===== config.mk =====
export PLATFORM = sky130hd
export DESIGN_NAME = rte_encoder
export DESIGN_NICKNAME = d
export VERILOG_FILES = /design/src/rte_pkg.sv /design/src/rte_lock_detect.sv /design/src/rte_encoder.sv
export VERILOG_INCLUDE_DIRS = /design/src
export SDC_FILE = /design/constraint.sdc
export NUM_CORES = 1
export LEC_CHECK = 0
export ABC_AREA = 1
export BUFFER_PORTS_ARGS = -buffer_cell sky130_fd_sc_hd__buf_4
export CORE_AREA = 2 2 77 86
export CTS_BUF_LIST = sky130_fd_sc_hd__clkbuf_8
export DETAILED_ROUTE_END_ITERATION = 10
export DIE_AREA = 0 0 79 88
export PLACE_DENSITY_LB_ADDON = 0.12
export SYNTH_ARGS = -nofsm -noshare
export SYNTH_HDL_FRONTEND = slang
export SYNTH_SLANG_ARGS = --single-unit

===== constraint.sdc =====
create_clock -name sys_clk -period 1.6 [get_ports sys_clk]
set_input_delay 0.08 -clock sys_clk [delete_from_list [all_inputs] [get_ports sys_clk]]
set_output_delay 0.08 -clock sys_clk [all_outputs]
set_load 0.05 [all_outputs]

===== src/rte_regs.svh =====
// register map, field positions and reset values of the rf encoder block
// assumes an 8-bit special function register port with byte addresses
`ifndef RTE_REGS_SVH
`define RTE_REGS_SVH
`define RTE_ADDR_DATA 8'h8E
`define RTE_ADDR_LOOP 8'hD7
`define RTE_ADDR_LOCK 8'hDF
`define RTE_ADDR_STAT 8'hE6
`define RTE_ADDR_ENC 8'hE7
`define RTE_ADDR_TXC 8'hEE
`define RTE_RST_LOOP 8'h82
`define RTE_RST_LOCK_CFG 5'h08
`define RTE_RST_ENC 8'hE0
`define RTE_RST_TXC 2'h0
`define RTE_LEN_MSB 7
`define RTE_LEN_LSB 5
`define RTE_MASK_BIT 4
`define RTE_IDLE_BIT 3
`define RTE_MODE_MSB 2
`define RTE_FAIL_BIT 5
`define RTE_LDEN_BIT 4
`define RTE_LIM_MSB 3
`define RTE_SYN_BIT 1
`define RTE_PA_BIT 0
`define RTE_MODE_MAN 3'h0
`define RTE_MODE_IMAN 3'h1
`define RTE_MODE_DMAN 3'h2
`define RTE_MODE_BP0 3'h3
`define RTE_MODE_BP1 3'h4
`define RTE_MODE_CHIP 3'h5
`endif


===== src/rte_pkg.sv =====
// types shared by the rf encoder files
// assumes rte_regs.svh supplies the numeric constants
package rte_pkg;
  typedef struct packed {
    logic wr;
    logic rd;
    logic [7:0] addr;
    logic [7:0] wdata;
  } rte_bus_s;
  typedef enum logic [2:0] {
    RTE_IDLE = 3'b001,
    RTE_SEND = 3'b010,
    RTE_OFF = 3'b100
  } rte_state_e;
endpackage : rte_pkg


===== src/rte_lock_detect.sv =====
// synthesizer lock detector: counts phase violations up to a limit
// assumes violation pulses are synchronous one-cycle pulses
`timescale 1ns/10ps
`include "rte_regs.svh"
module rte_lock_detect (
  input wire logic sys_clk,
  input wire logic rst_n,
  input wire logic lock_check_enable,
  input wire logic [3:0] violation_limit,
  input wire logic violation_pulse,
  output logic limit_hit
);
  import rte_pkg::*;
  logic [4:0] count_reg;
  logic [4:0] count_next;
  wire [4:0] limit_plus_one = {1'b0, violation_limit} + 5'h01;
  // a violation that reaches limit plus one fires once
  assign count_next = !lock_check_enable ? 5'h00 :
                      (violation_pulse && count_reg != limit_plus_one) ? count_reg + 5'h01 :
                      count_reg;
  assign limit_hit = lock_check_enable && violation_pulse &&
                     (count_reg + 5'h01 == limit_plus_one);
  always_ff @(posedge sys_clk or negedge rst_n) begin
    if (!rst_n) begin
      count_reg <= 5'h00;
    end else begin
      count_reg <= count_next;
    end
  end
  a_count_cleared: assert property (@(posedge sys_clk) disable iff (!rst_n)
    !lock_check_enable |=> count_reg == 5'h00) else $error("counter not cleared");
endmodule : rte_lock_detect


===== src/rte_encoder.sv =====
// rf transmit bit encoder with control, status and lock detector registers
// assumes a single-cycle sfr port and a bit-rate tick from an external timer
`timescale 1ns/10ps
`include "rte_regs.svh"
module rte_encoder (
  input wire logic sys_clk,
  input wire logic rst_n,
  input wire rte_pkg::rte_bus_s sfr,
  input wire logic bit_tick,
  input wire logic violation_pulse,
  output logic [7:0] sfr_rdata,
  output logic encoder_out,
  output logic synth_enable,
  output logic amplifier_enable,
  output logic pa_on,
  output logic encoder_irq
);
  import rte_pkg::*;
  // ************************************************************
  // registers
  // ************************************************************
  logic [7:0] enc_reg;
  logic [7:0] loop_reg;
  logic [4:0] lock_cfg_reg;
  logic fail_reg;
  logic [1:0] txc_reg;
  logic [7:0] buf_reg;
  logic full_reg;
  logic [7:0] shift_reg;
  logic [3:0] left_reg;
  logic empty_reg;
  logic [2:0] phase_reg;
  logic diff_reg;
  logic cur_bit_reg;
  rte_state_e state_reg;
  rte_state_e state_next;
  function automatic logic [3:0] bits_of(input logic [2:0] len);
    bits_of = (len == 3'h0) ? 4'h1 : {1'b0, len} + 4'h1;
  endfunction : bits_of
  wire wr_data = sfr.wr && sfr.addr == `RTE_ADDR_DATA;
  wire wr_enc = sfr.wr && sfr.addr == `RTE_ADDR_ENC;
  wire wr_lock = sfr.wr && sfr.addr == `RTE_ADDR_LOCK;
  wire wr_loop = sfr.wr && sfr.addr == `RTE_ADDR_LOOP;
  wire wr_txc = sfr.wr && sfr.addr == `RTE_ADDR_TXC;
  wire rd_lock = sfr.rd && sfr.addr == `RTE_ADDR_LOCK;
  wire [2:0] mode = enc_reg[`RTE_MODE_MSB:0];
  wire chip_mode = mode == `RTE_MODE_CHIP;
  // bit_tick is eight per bit; half a bit is four ticks, chips take half a bit each
  wire half_done = bit_tick && phase_reg[1:0] == 2'h3;
  wire bit_done = chip_mode ? half_done : (half_done && phase_reg[2]);
  wire last_bit = left_reg == 4'h1;
  wire load = full_reg && (state_reg != RTE_SEND || (bit_done && last_bit));
  wire limit_hit;
  // ************************************************************
  // lock detector
  // ************************************************************
  rte_lock_detect u_lock (
    .sys_clk(sys_clk),
    .rst_n(rst_n),
    .lock_check_enable(lock_cfg_reg[`RTE_LDEN_BIT]),
    .violation_limit(lock_cfg_reg[`RTE_LIM_MSB:0]),
    .violation_pulse(violation_pulse),
    .limit_hit(limit_hit)
  );
  // set wins over the read clear
  wire fail_next = limit_hit ? 1'b1 : (rd_lock ? 1'b0 : fail_reg);
  // ************************************************************
  // sequencing
  // ************************************************************
  always_comb begin
    case (state_reg)
      RTE_IDLE: state_next = load ? RTE_SEND : RTE_IDLE;
      RTE_SEND: begin
        if (bit_done && last_bit && !load) begin
          state_next = (txc_reg == 2'h3) ? RTE_IDLE : RTE_OFF;
        end else begin
          state_next = RTE_SEND;
        end
      end
      RTE_OFF: state_next = load ? RTE_SEND : (txc_reg == 2'h3 ? RTE_IDLE : RTE_OFF);
      default: state_next = RTE_IDLE;
    endcase
  end
  wire sym_bit = state_reg == RTE_SEND ? cur_bit_reg : enc_reg[`RTE_IDLE_BIT];
  wire second_half = phase_reg[2];
  logic line_next;
  always_comb begin
    case (mode)
      `RTE_MODE_MAN: line_next = sym_bit ^ second_half;
      `RTE_MODE_IMAN: line_next = ~(sym_bit ^ second_half);
      `RTE_MODE_DMAN: line_next = diff_reg ^ second_half;
      `RTE_MODE_BP0: line_next = second_half ? diff_reg ^ ~sym_bit : diff_reg;
      `RTE_MODE_BP1: line_next = second_half ? diff_reg ^ sym_bit : diff_reg;
      `RTE_MODE_CHIP: line_next = sym_bit;
      default: line_next = sym_bit;
    endcase
  end
  // differential level advances at each bit boundary
  wire diff_adv = mode == `RTE_MODE_DMAN ? diff_reg ^ ~sym_bit : diff_reg ^ 1'b1;
  wire tx_active = state_reg == RTE_SEND || (state_reg == RTE_IDLE && txc_reg == 2'h3);
  logic [7:0] rd_mux;
  always_comb begin
    case (sfr.addr)
      `RTE_ADDR_ENC: rd_mux = enc_reg;
      `RTE_ADDR_STAT: rd_mux = {6'h00, empty_reg, full_reg};
      `RTE_ADDR_LOCK: rd_mux = {2'h0, fail_reg, 5'h00};
      `RTE_ADDR_TXC: rd_mux = {6'h00, txc_reg};
      default: rd_mux = 8'h00;
    endcase
  end
  // ************************************************************
  // state registers
  // ************************************************************
  always_ff @(posedge sys_clk or negedge rst_n) begin
    if (!rst_n) begin
      enc_reg <= `RTE_RST_ENC;
      loop_reg <= `RTE_RST_LOOP;
      lock_cfg_reg <= `RTE_RST_LOCK_CFG;
      fail_reg <= 1'b0;
      txc_reg <= `RTE_RST_TXC;
      state_reg <= RTE_IDLE;
    end else begin
      if (wr_enc) enc_reg <= sfr.wdata;
      if (wr_loop) loop_reg <= sfr.wdata;
      if (wr_lock) lock_cfg_reg <= sfr.wdata[`RTE_LDEN_BIT:0];
      if (wr_txc) txc_reg <= sfr.wdata[`RTE_SYN_BIT:0];
      fail_reg <= fail_next;
      state_reg <= state_next;
    end
  end
  always_ff @(posedge sys_clk or negedge rst_n) begin
    if (!rst_n) begin
      buf_reg <= 8'h00;
      full_reg <= 1'b0;
      shift_reg <= 8'h00;
      left_reg <= 4'h0;
      empty_reg <= 1'b1;
    end else begin
      if (wr_data) buf_reg <= sfr.wdata;
      full_reg <= wr_data | (full_reg & ~load);
      if (load) begin
        shift_reg <= buf_reg;
        left_reg <= bits_of(enc_reg[`RTE_LEN_MSB:`RTE_LEN_LSB]);
        empty_reg <= 1'b0;
      end else if (bit_done && state_reg == RTE_SEND) begin
        shift_reg <= {shift_reg[6:0], 1'b0};
        left_reg <= left_reg - 4'h1;
        if (last_bit) empty_reg <= 1'b1;
      end
    end
  end
  always_ff @(posedge sys_clk or negedge rst_n) begin
    if (!rst_n) begin
      phase_reg <= 3'h0;
      diff_reg <= 1'b0;
      cur_bit_reg <= 1'b0;
    end else begin
      if (load) phase_reg <= 3'h0;
      else if (bit_tick) phase_reg <= phase_reg + 3'h1;
      if (bit_done) diff_reg <= diff_adv;
      cur_bit_reg <= load ? buf_reg[7] : (bit_done ? shift_reg[6] : cur_bit_reg);
    end
  end
  always_ff @(posedge sys_clk or negedge rst_n) begin
    if (!rst_n) begin
      sfr_rdata <= 8'h00;
      encoder_out <= 1'b0;
      synth_enable <= 1'b0;
      amplifier_enable <= 1'b0;
      pa_on <= 1'b0;
      encoder_irq <= 1'b0;
    end else begin
      sfr_rdata <= rd_mux;
      encoder_out <= tx_active ? line_next : 1'b0;
      synth_enable <= txc_reg[`RTE_SYN_BIT];
      amplifier_enable <= txc_reg[`RTE_PA_BIT];
      pa_on <= state_next == RTE_SEND || (state_next == RTE_IDLE && txc_reg == 2'h3);
      encoder_irq <= load && !enc_reg[`RTE_MASK_BIT];
    end
  end
  // ************************************************************
  // checks
  // ************************************************************
  a_write_sets_full: assert property (@(posedge sys_clk) disable iff (!rst_n)
    wr_data |=> full_reg) else $error("buffer flag not set");
  a_irq_masked: assert property (@(posedge sys_clk) disable iff (!rst_n)
    enc_reg[`RTE_MASK_BIT] && !wr_enc |=> !encoder_irq) else $error("masked irq");
  a_fail_sticky: assert property (@(posedge sys_clk) disable iff (!rst_n)
    limit_hit |=> fail_reg) else $error("no-lock flag missed");
  a_fail_read_clear: assert property (@(posedge sys_clk) disable iff (!rst_n)
    rd_lock && !limit_hit |=> !fail_reg) else $error("read did not clear");
  a_load_count: assert property (@(posedge sys_clk) disable iff (!rst_n)
    load |=> left_reg == bits_of($past(enc_reg[`RTE_LEN_MSB:`RTE_LEN_LSB])))
    else $error("bit count wrong");
  a_empty_on_load: assert property (@(posedge sys_clk) disable iff (!rst_n)
    load |=> !empty_reg) else $error("empty flag stuck");
  a_pa_off_end: assert property (@(posedge sys_clk) disable iff (!rst_n)
    state_reg == RTE_OFF |-> !pa_on || load) else $error("amplifier left on");
  a_idle_symbol: assert property (@(posedge sys_clk) disable iff (!rst_n)
    state_reg == RTE_IDLE && txc_reg == 2'h3 && chip_mode |=>
    encoder_out == $past(enc_reg[`RTE_IDLE_BIT]))
    else $error("idle symbol wrong");
endmodule : rte_encoder


==> summary.log <==
INFO  yosys          synthAdderAreaFrac=2.71%
INFO  worst_setup_path crit_path_max_fanout=12
INFO  finish         syn2layout_area_growth=24.5%
INFO  grt            grtUsageTotal=21.4%
INFO  yosys          yosys-mux-area-fraction=0%
INFO  yosys          largest_family_of_logic_cells_by_synthesized_area=simple AND/OR/NAND/NOR gates
INFO  clocking       worstSkewPairLatency=0.33ns
INFO  sta            min_period=1.51ns
INFO  pwr            totalPowerFinal=4.69mW
INFO  sta            rsz0062_at_grt=true
INFO  yosys          syn_nets=432
INFO  worst_setup_path worstSetupStartpointType=register
INFO  run_status     status=finished clean
INFO  sta            timing.final.hold_violations=0
INFO  finish         layout.nets=493
INFO  pwr            worst_ir_drop_vdd=675uV
INFO  finish         num_antenna_cells=0
INFO  floorplanning  floorplan.die.height=88um
INFO  sta            layout_worst_path_cycle_share=94.4%
INFO  sta            clock-skew-final=0.00866ns
INFO  pwr            total_switching_power=1.45mW
INFO  floorplanning  start_util=53.2%
INFO  sta            tightest_slew=0.410ns
INFO  grt            grt_max_degree=35
INFO  yosys          synth_warnings=0
INFO  worst_setup_path worst_setup_path_end_kind=register
INFO  worst_setup_path worst_path_most_repeated_cell=nand2_4
INFO  pwr            intPower=3.23mW
INFO  sta            relSlewSlack=72.6%
INFO  yosys          seq_area_frac_synth=48.9%
INFO  clocking       clk_path_buf_depth=2
INFO  finish         final_layout_size_suffix_gt1_share=21.7%
INFO  yosys          post_synth.cell_area_avg=8.03um2
INFO  job            cap_viol_max_count=0
INFO  clocking       cts_tree=built
INFO  yosys          synth-compound-area-share=8.23%
INFO  worst_setup_path reg2reg_setup_slack=0.09ns
INFO  worst_setup_path path_delay_family=simple AND/OR/NAND/NOR gates
INFO  pwr            power.static_leakage=2.05nW
INFO  pwr            combinationalPowerShare=25.2%
INFO  pwr            sequential_fraction_of_design_power=44.0%
INFO  worst_setup_path criticalPathCategory=reg -> reg
INFO  yosys          syn-cell-area=0.00324mm2
INFO  worst_setup_path worstPathCellList=ha_1, nand2_1, inv_2, nand2_2, nand2_4, nand2_4, nand2_4, nand2_4, nand2_1, nand3_1, nand2_1
INFO  routing        dr.first_iter.drc_count=128
INFO  yosys          synth_cell_type_count=35
INFO  clocking       htree_num_levels=3
INFO  placement      routabilityCongestion=0.931
INFO  pwr            power-per-cell-area=1160mW/mm2
INFO  min_path       timing.hold.worst.class=in -> reg
INFO  placement      port_buffers=34
INFO  floorplanning  die_width=79um
INFO  worst_setup_path worstPathArrival=1.74ns
INFO  yosys          synth.ff_latch_count=63
INFO  routing        num_vias=2733
INFO  sta            finalSetupViolCount=0
INFO  floorplanning  fp.coreArea=0.00608mm2
INFO  pwr            netSwitchingFraction=31.0%
INFO  routing        drt_first_pass_iters=4
INFO  sta            timing_max_transition_violations_final=0
INFO  finish         finalInstanceArea=0.00403mm2
INFO  grt            first_global_vias=2532
INFO  yosys          synthXorXnorAreaFrac=3.25%
INFO  floorplanning  rows=30
INFO  grt            grt.overflow.total=0
INFO  clocking       clock-root-buffer=clkbuf_8
INFO  worst_setup_path required=1.83ns
INFO  grt            grt_first_pass_wirelength=11.4mm
INFO  yosys          synth_cells=403
INFO  clocking       clk_pin_slew=0.07ns
INFO  finish         utilization=66.3%
INFO  pwr            clkPwrFrac=30.8%
INFO  sta            fmax=662MHz
INFO  clocking       tritoncts.num_buffers=9
INFO  placement      place_hpwl=4.96mm
INFO  floorplanning  floorplan.die_area=0.00695mm2
INFO  worst_setup_path slowest_delay=0.40ns
INFO  floorplanning  pin_count=35
INFO  routing        drt-wirelength-per-cell=12.5um
INFO  routing        antenna_violating_nets_post_route=0
INFO  worst_setup_path critical_path.n_buffers_inverters=1
INFO  clocking       clock_sinks=63
INFO  routing        post-route-drc-count=0
INFO  worst_setup_path timing.critical_path.slowest_stage_cell=dfrtp_1
INFO  placement      dpl_cell_area=0.00366mm2
INFO  yosys          synth_simple_gate_area_share=28.7%
INFO  routing        overall_routed_net_length=6.88mm
INFO  routing        via_per_inst=4.98
INFO  grt            antenna_found_initial=0
layout by cell type, fill, tap and decap left out, drive strengths merged, types with 2 or more instances in the layout:
cell / netlist / final
a21oi: 4 / 4
buf: 5 / 50
clkbuf: 2 / 12
clkinv: 0 / 2
dfrtp: 57 / 57
dfstp: 6 / 6
dlygate4sd3: 0 / 6
ha: 7 / 7
inv: 58 / 59
nand2: 114 / 115
nand3: 38 / 38
nand3b: 2 / 2
nand4: 9 / 9
nor2: 38 / 38
nor3: 4 / 4
o21a: 3 / 3
o21ai: 35 / 35
o221ai: 2 / 2
or2: 2 / 2
xnor2: 4 / 4
xor2: 8 / 8
cell type report:
cell class	count	area, um2
Sequential cell	63	1590
Tap cell	80	100
Inverter	58	225
Clock buffer	12	165
Multi-Input combinational cell	276	1460
Timing Repair Buffer	56	452
Fill cell	539	2050
Clock inverter	4	43.8
cells by family after synthesis:
kind of cell    Yosys count
simple gates            208
xor+xnor                 12
fa+ha+maj                 7
buf+inv                  65
compound gates           48
flops                    63
worst paths after layout:
check | start | to | cells past startpoint
hold reg to reg | txc_reg[1] | synth_enable | 0
setup / recovery | phase_reg[0] | left_reg[0] | 11
min in group asynchronous | rst_n | sfr_rdata[4] | 2
max in group asynchronous | rst_n | enc_reg[6] | 3
setup reg to reg | phase_reg[0] | left_reg[0] | 11
hold / removal | sfr[7] | enc_reg[7] | 3
synth_stat cells, drive strengths merged:
| cell type | n | area share [%] |
|---|---|---|
| o21bai | 1 | 0.23 |
| a21oi | 4 | 0.62 |
| xnor2 | 4 | 1.1 |
| nor3 | 4 | 0.77 |
| clkbuf | 2 | 0.23 |
| nand3b | 2 | 0.46 |
| a21o | 1 | 0.23 |
| ha | 7 | 2.7 |
| or2 | 2 | 0.39 |
| o21ai | 35 | 5.5 |
| o22ai | 1 | 0.19 |
| xor2 | 8 | 2.2 |
| nand3 | 38 | 6.0 |
| o221ai | 2 | 0.54 |
| dfrtp | 57 | 44 |
| inv | 58 | 6.7 |
| nand4 | 9 | 1.7 |
| nor4 | 1 | 0.19 |
| nand2 | 114 | 14 |
| dfstp | 6 | 4.9 |
| buf | 5 | 1.2 |
| nor2 | 38 | 4.6 |
| o21a | 3 | 0.70 |
| a31oi | 1 | 0.19 |
layer usage:
layer / part of all wire [%] / global-route usage (%) / vias up
met2: 50 / 35.0 / 37
met4: 2.8 / 12.7 / 0
met1: 44 / 27.2 / 1270
met5: 0 / 0 / -
met3: 2.6 / 3.30 / 15
li1: - / - / 1411
metrics by stage:
step / TNS, ns / hold WS, ns / cells / worst slack [ns]
6_report: 0 / 0.0124 / 549 / 0.0898
5_1_grt: -0.193 / 0.00654 / 549 / -0.0397
4_1_cts: 0 / 0.00202 / 546 / 0.00220
3_5_place_dp: -0.313 / 0.0335 / 524 / -0.0501
3_3_place_gp: 0 / 0.0288 / 524 / 0.00585
2_1_floorplan: 0 / -0.216 / 403 / 0.0635
timing repair:
action | 4_1_cts | 5_1_grt
hold endpoints to repair | 34 | 0
pin swaps | 3 | 4
buffers inserted | 0 | 2
cloned | 0 | 1
hold buffers | 6 | 0
resized for setup | 4 | 14
endpoints found under the setup margin | 19 | 23
power by group through the flow:
stage / clock (mW) / combinational, mW / sequential, mW
finish: 1.44 / 1.18 / 2.06
global route: 1.54 / 1.35 / 2.10
CTS: 1.46 / 1.15 / 2.06
detailed placement: 0 / 1.12 / 2.08
global placement: 0 / 1.10 / 2.07
floorplan: 0 / 0.726 / 2.11
tightest hold or removal path: cells and delay by family:
kind	cells	cell delay, ns
compound gates	1	0.09
buf+inv	2	0.17
Note: power is estimated with default switching activity, not from simulation.
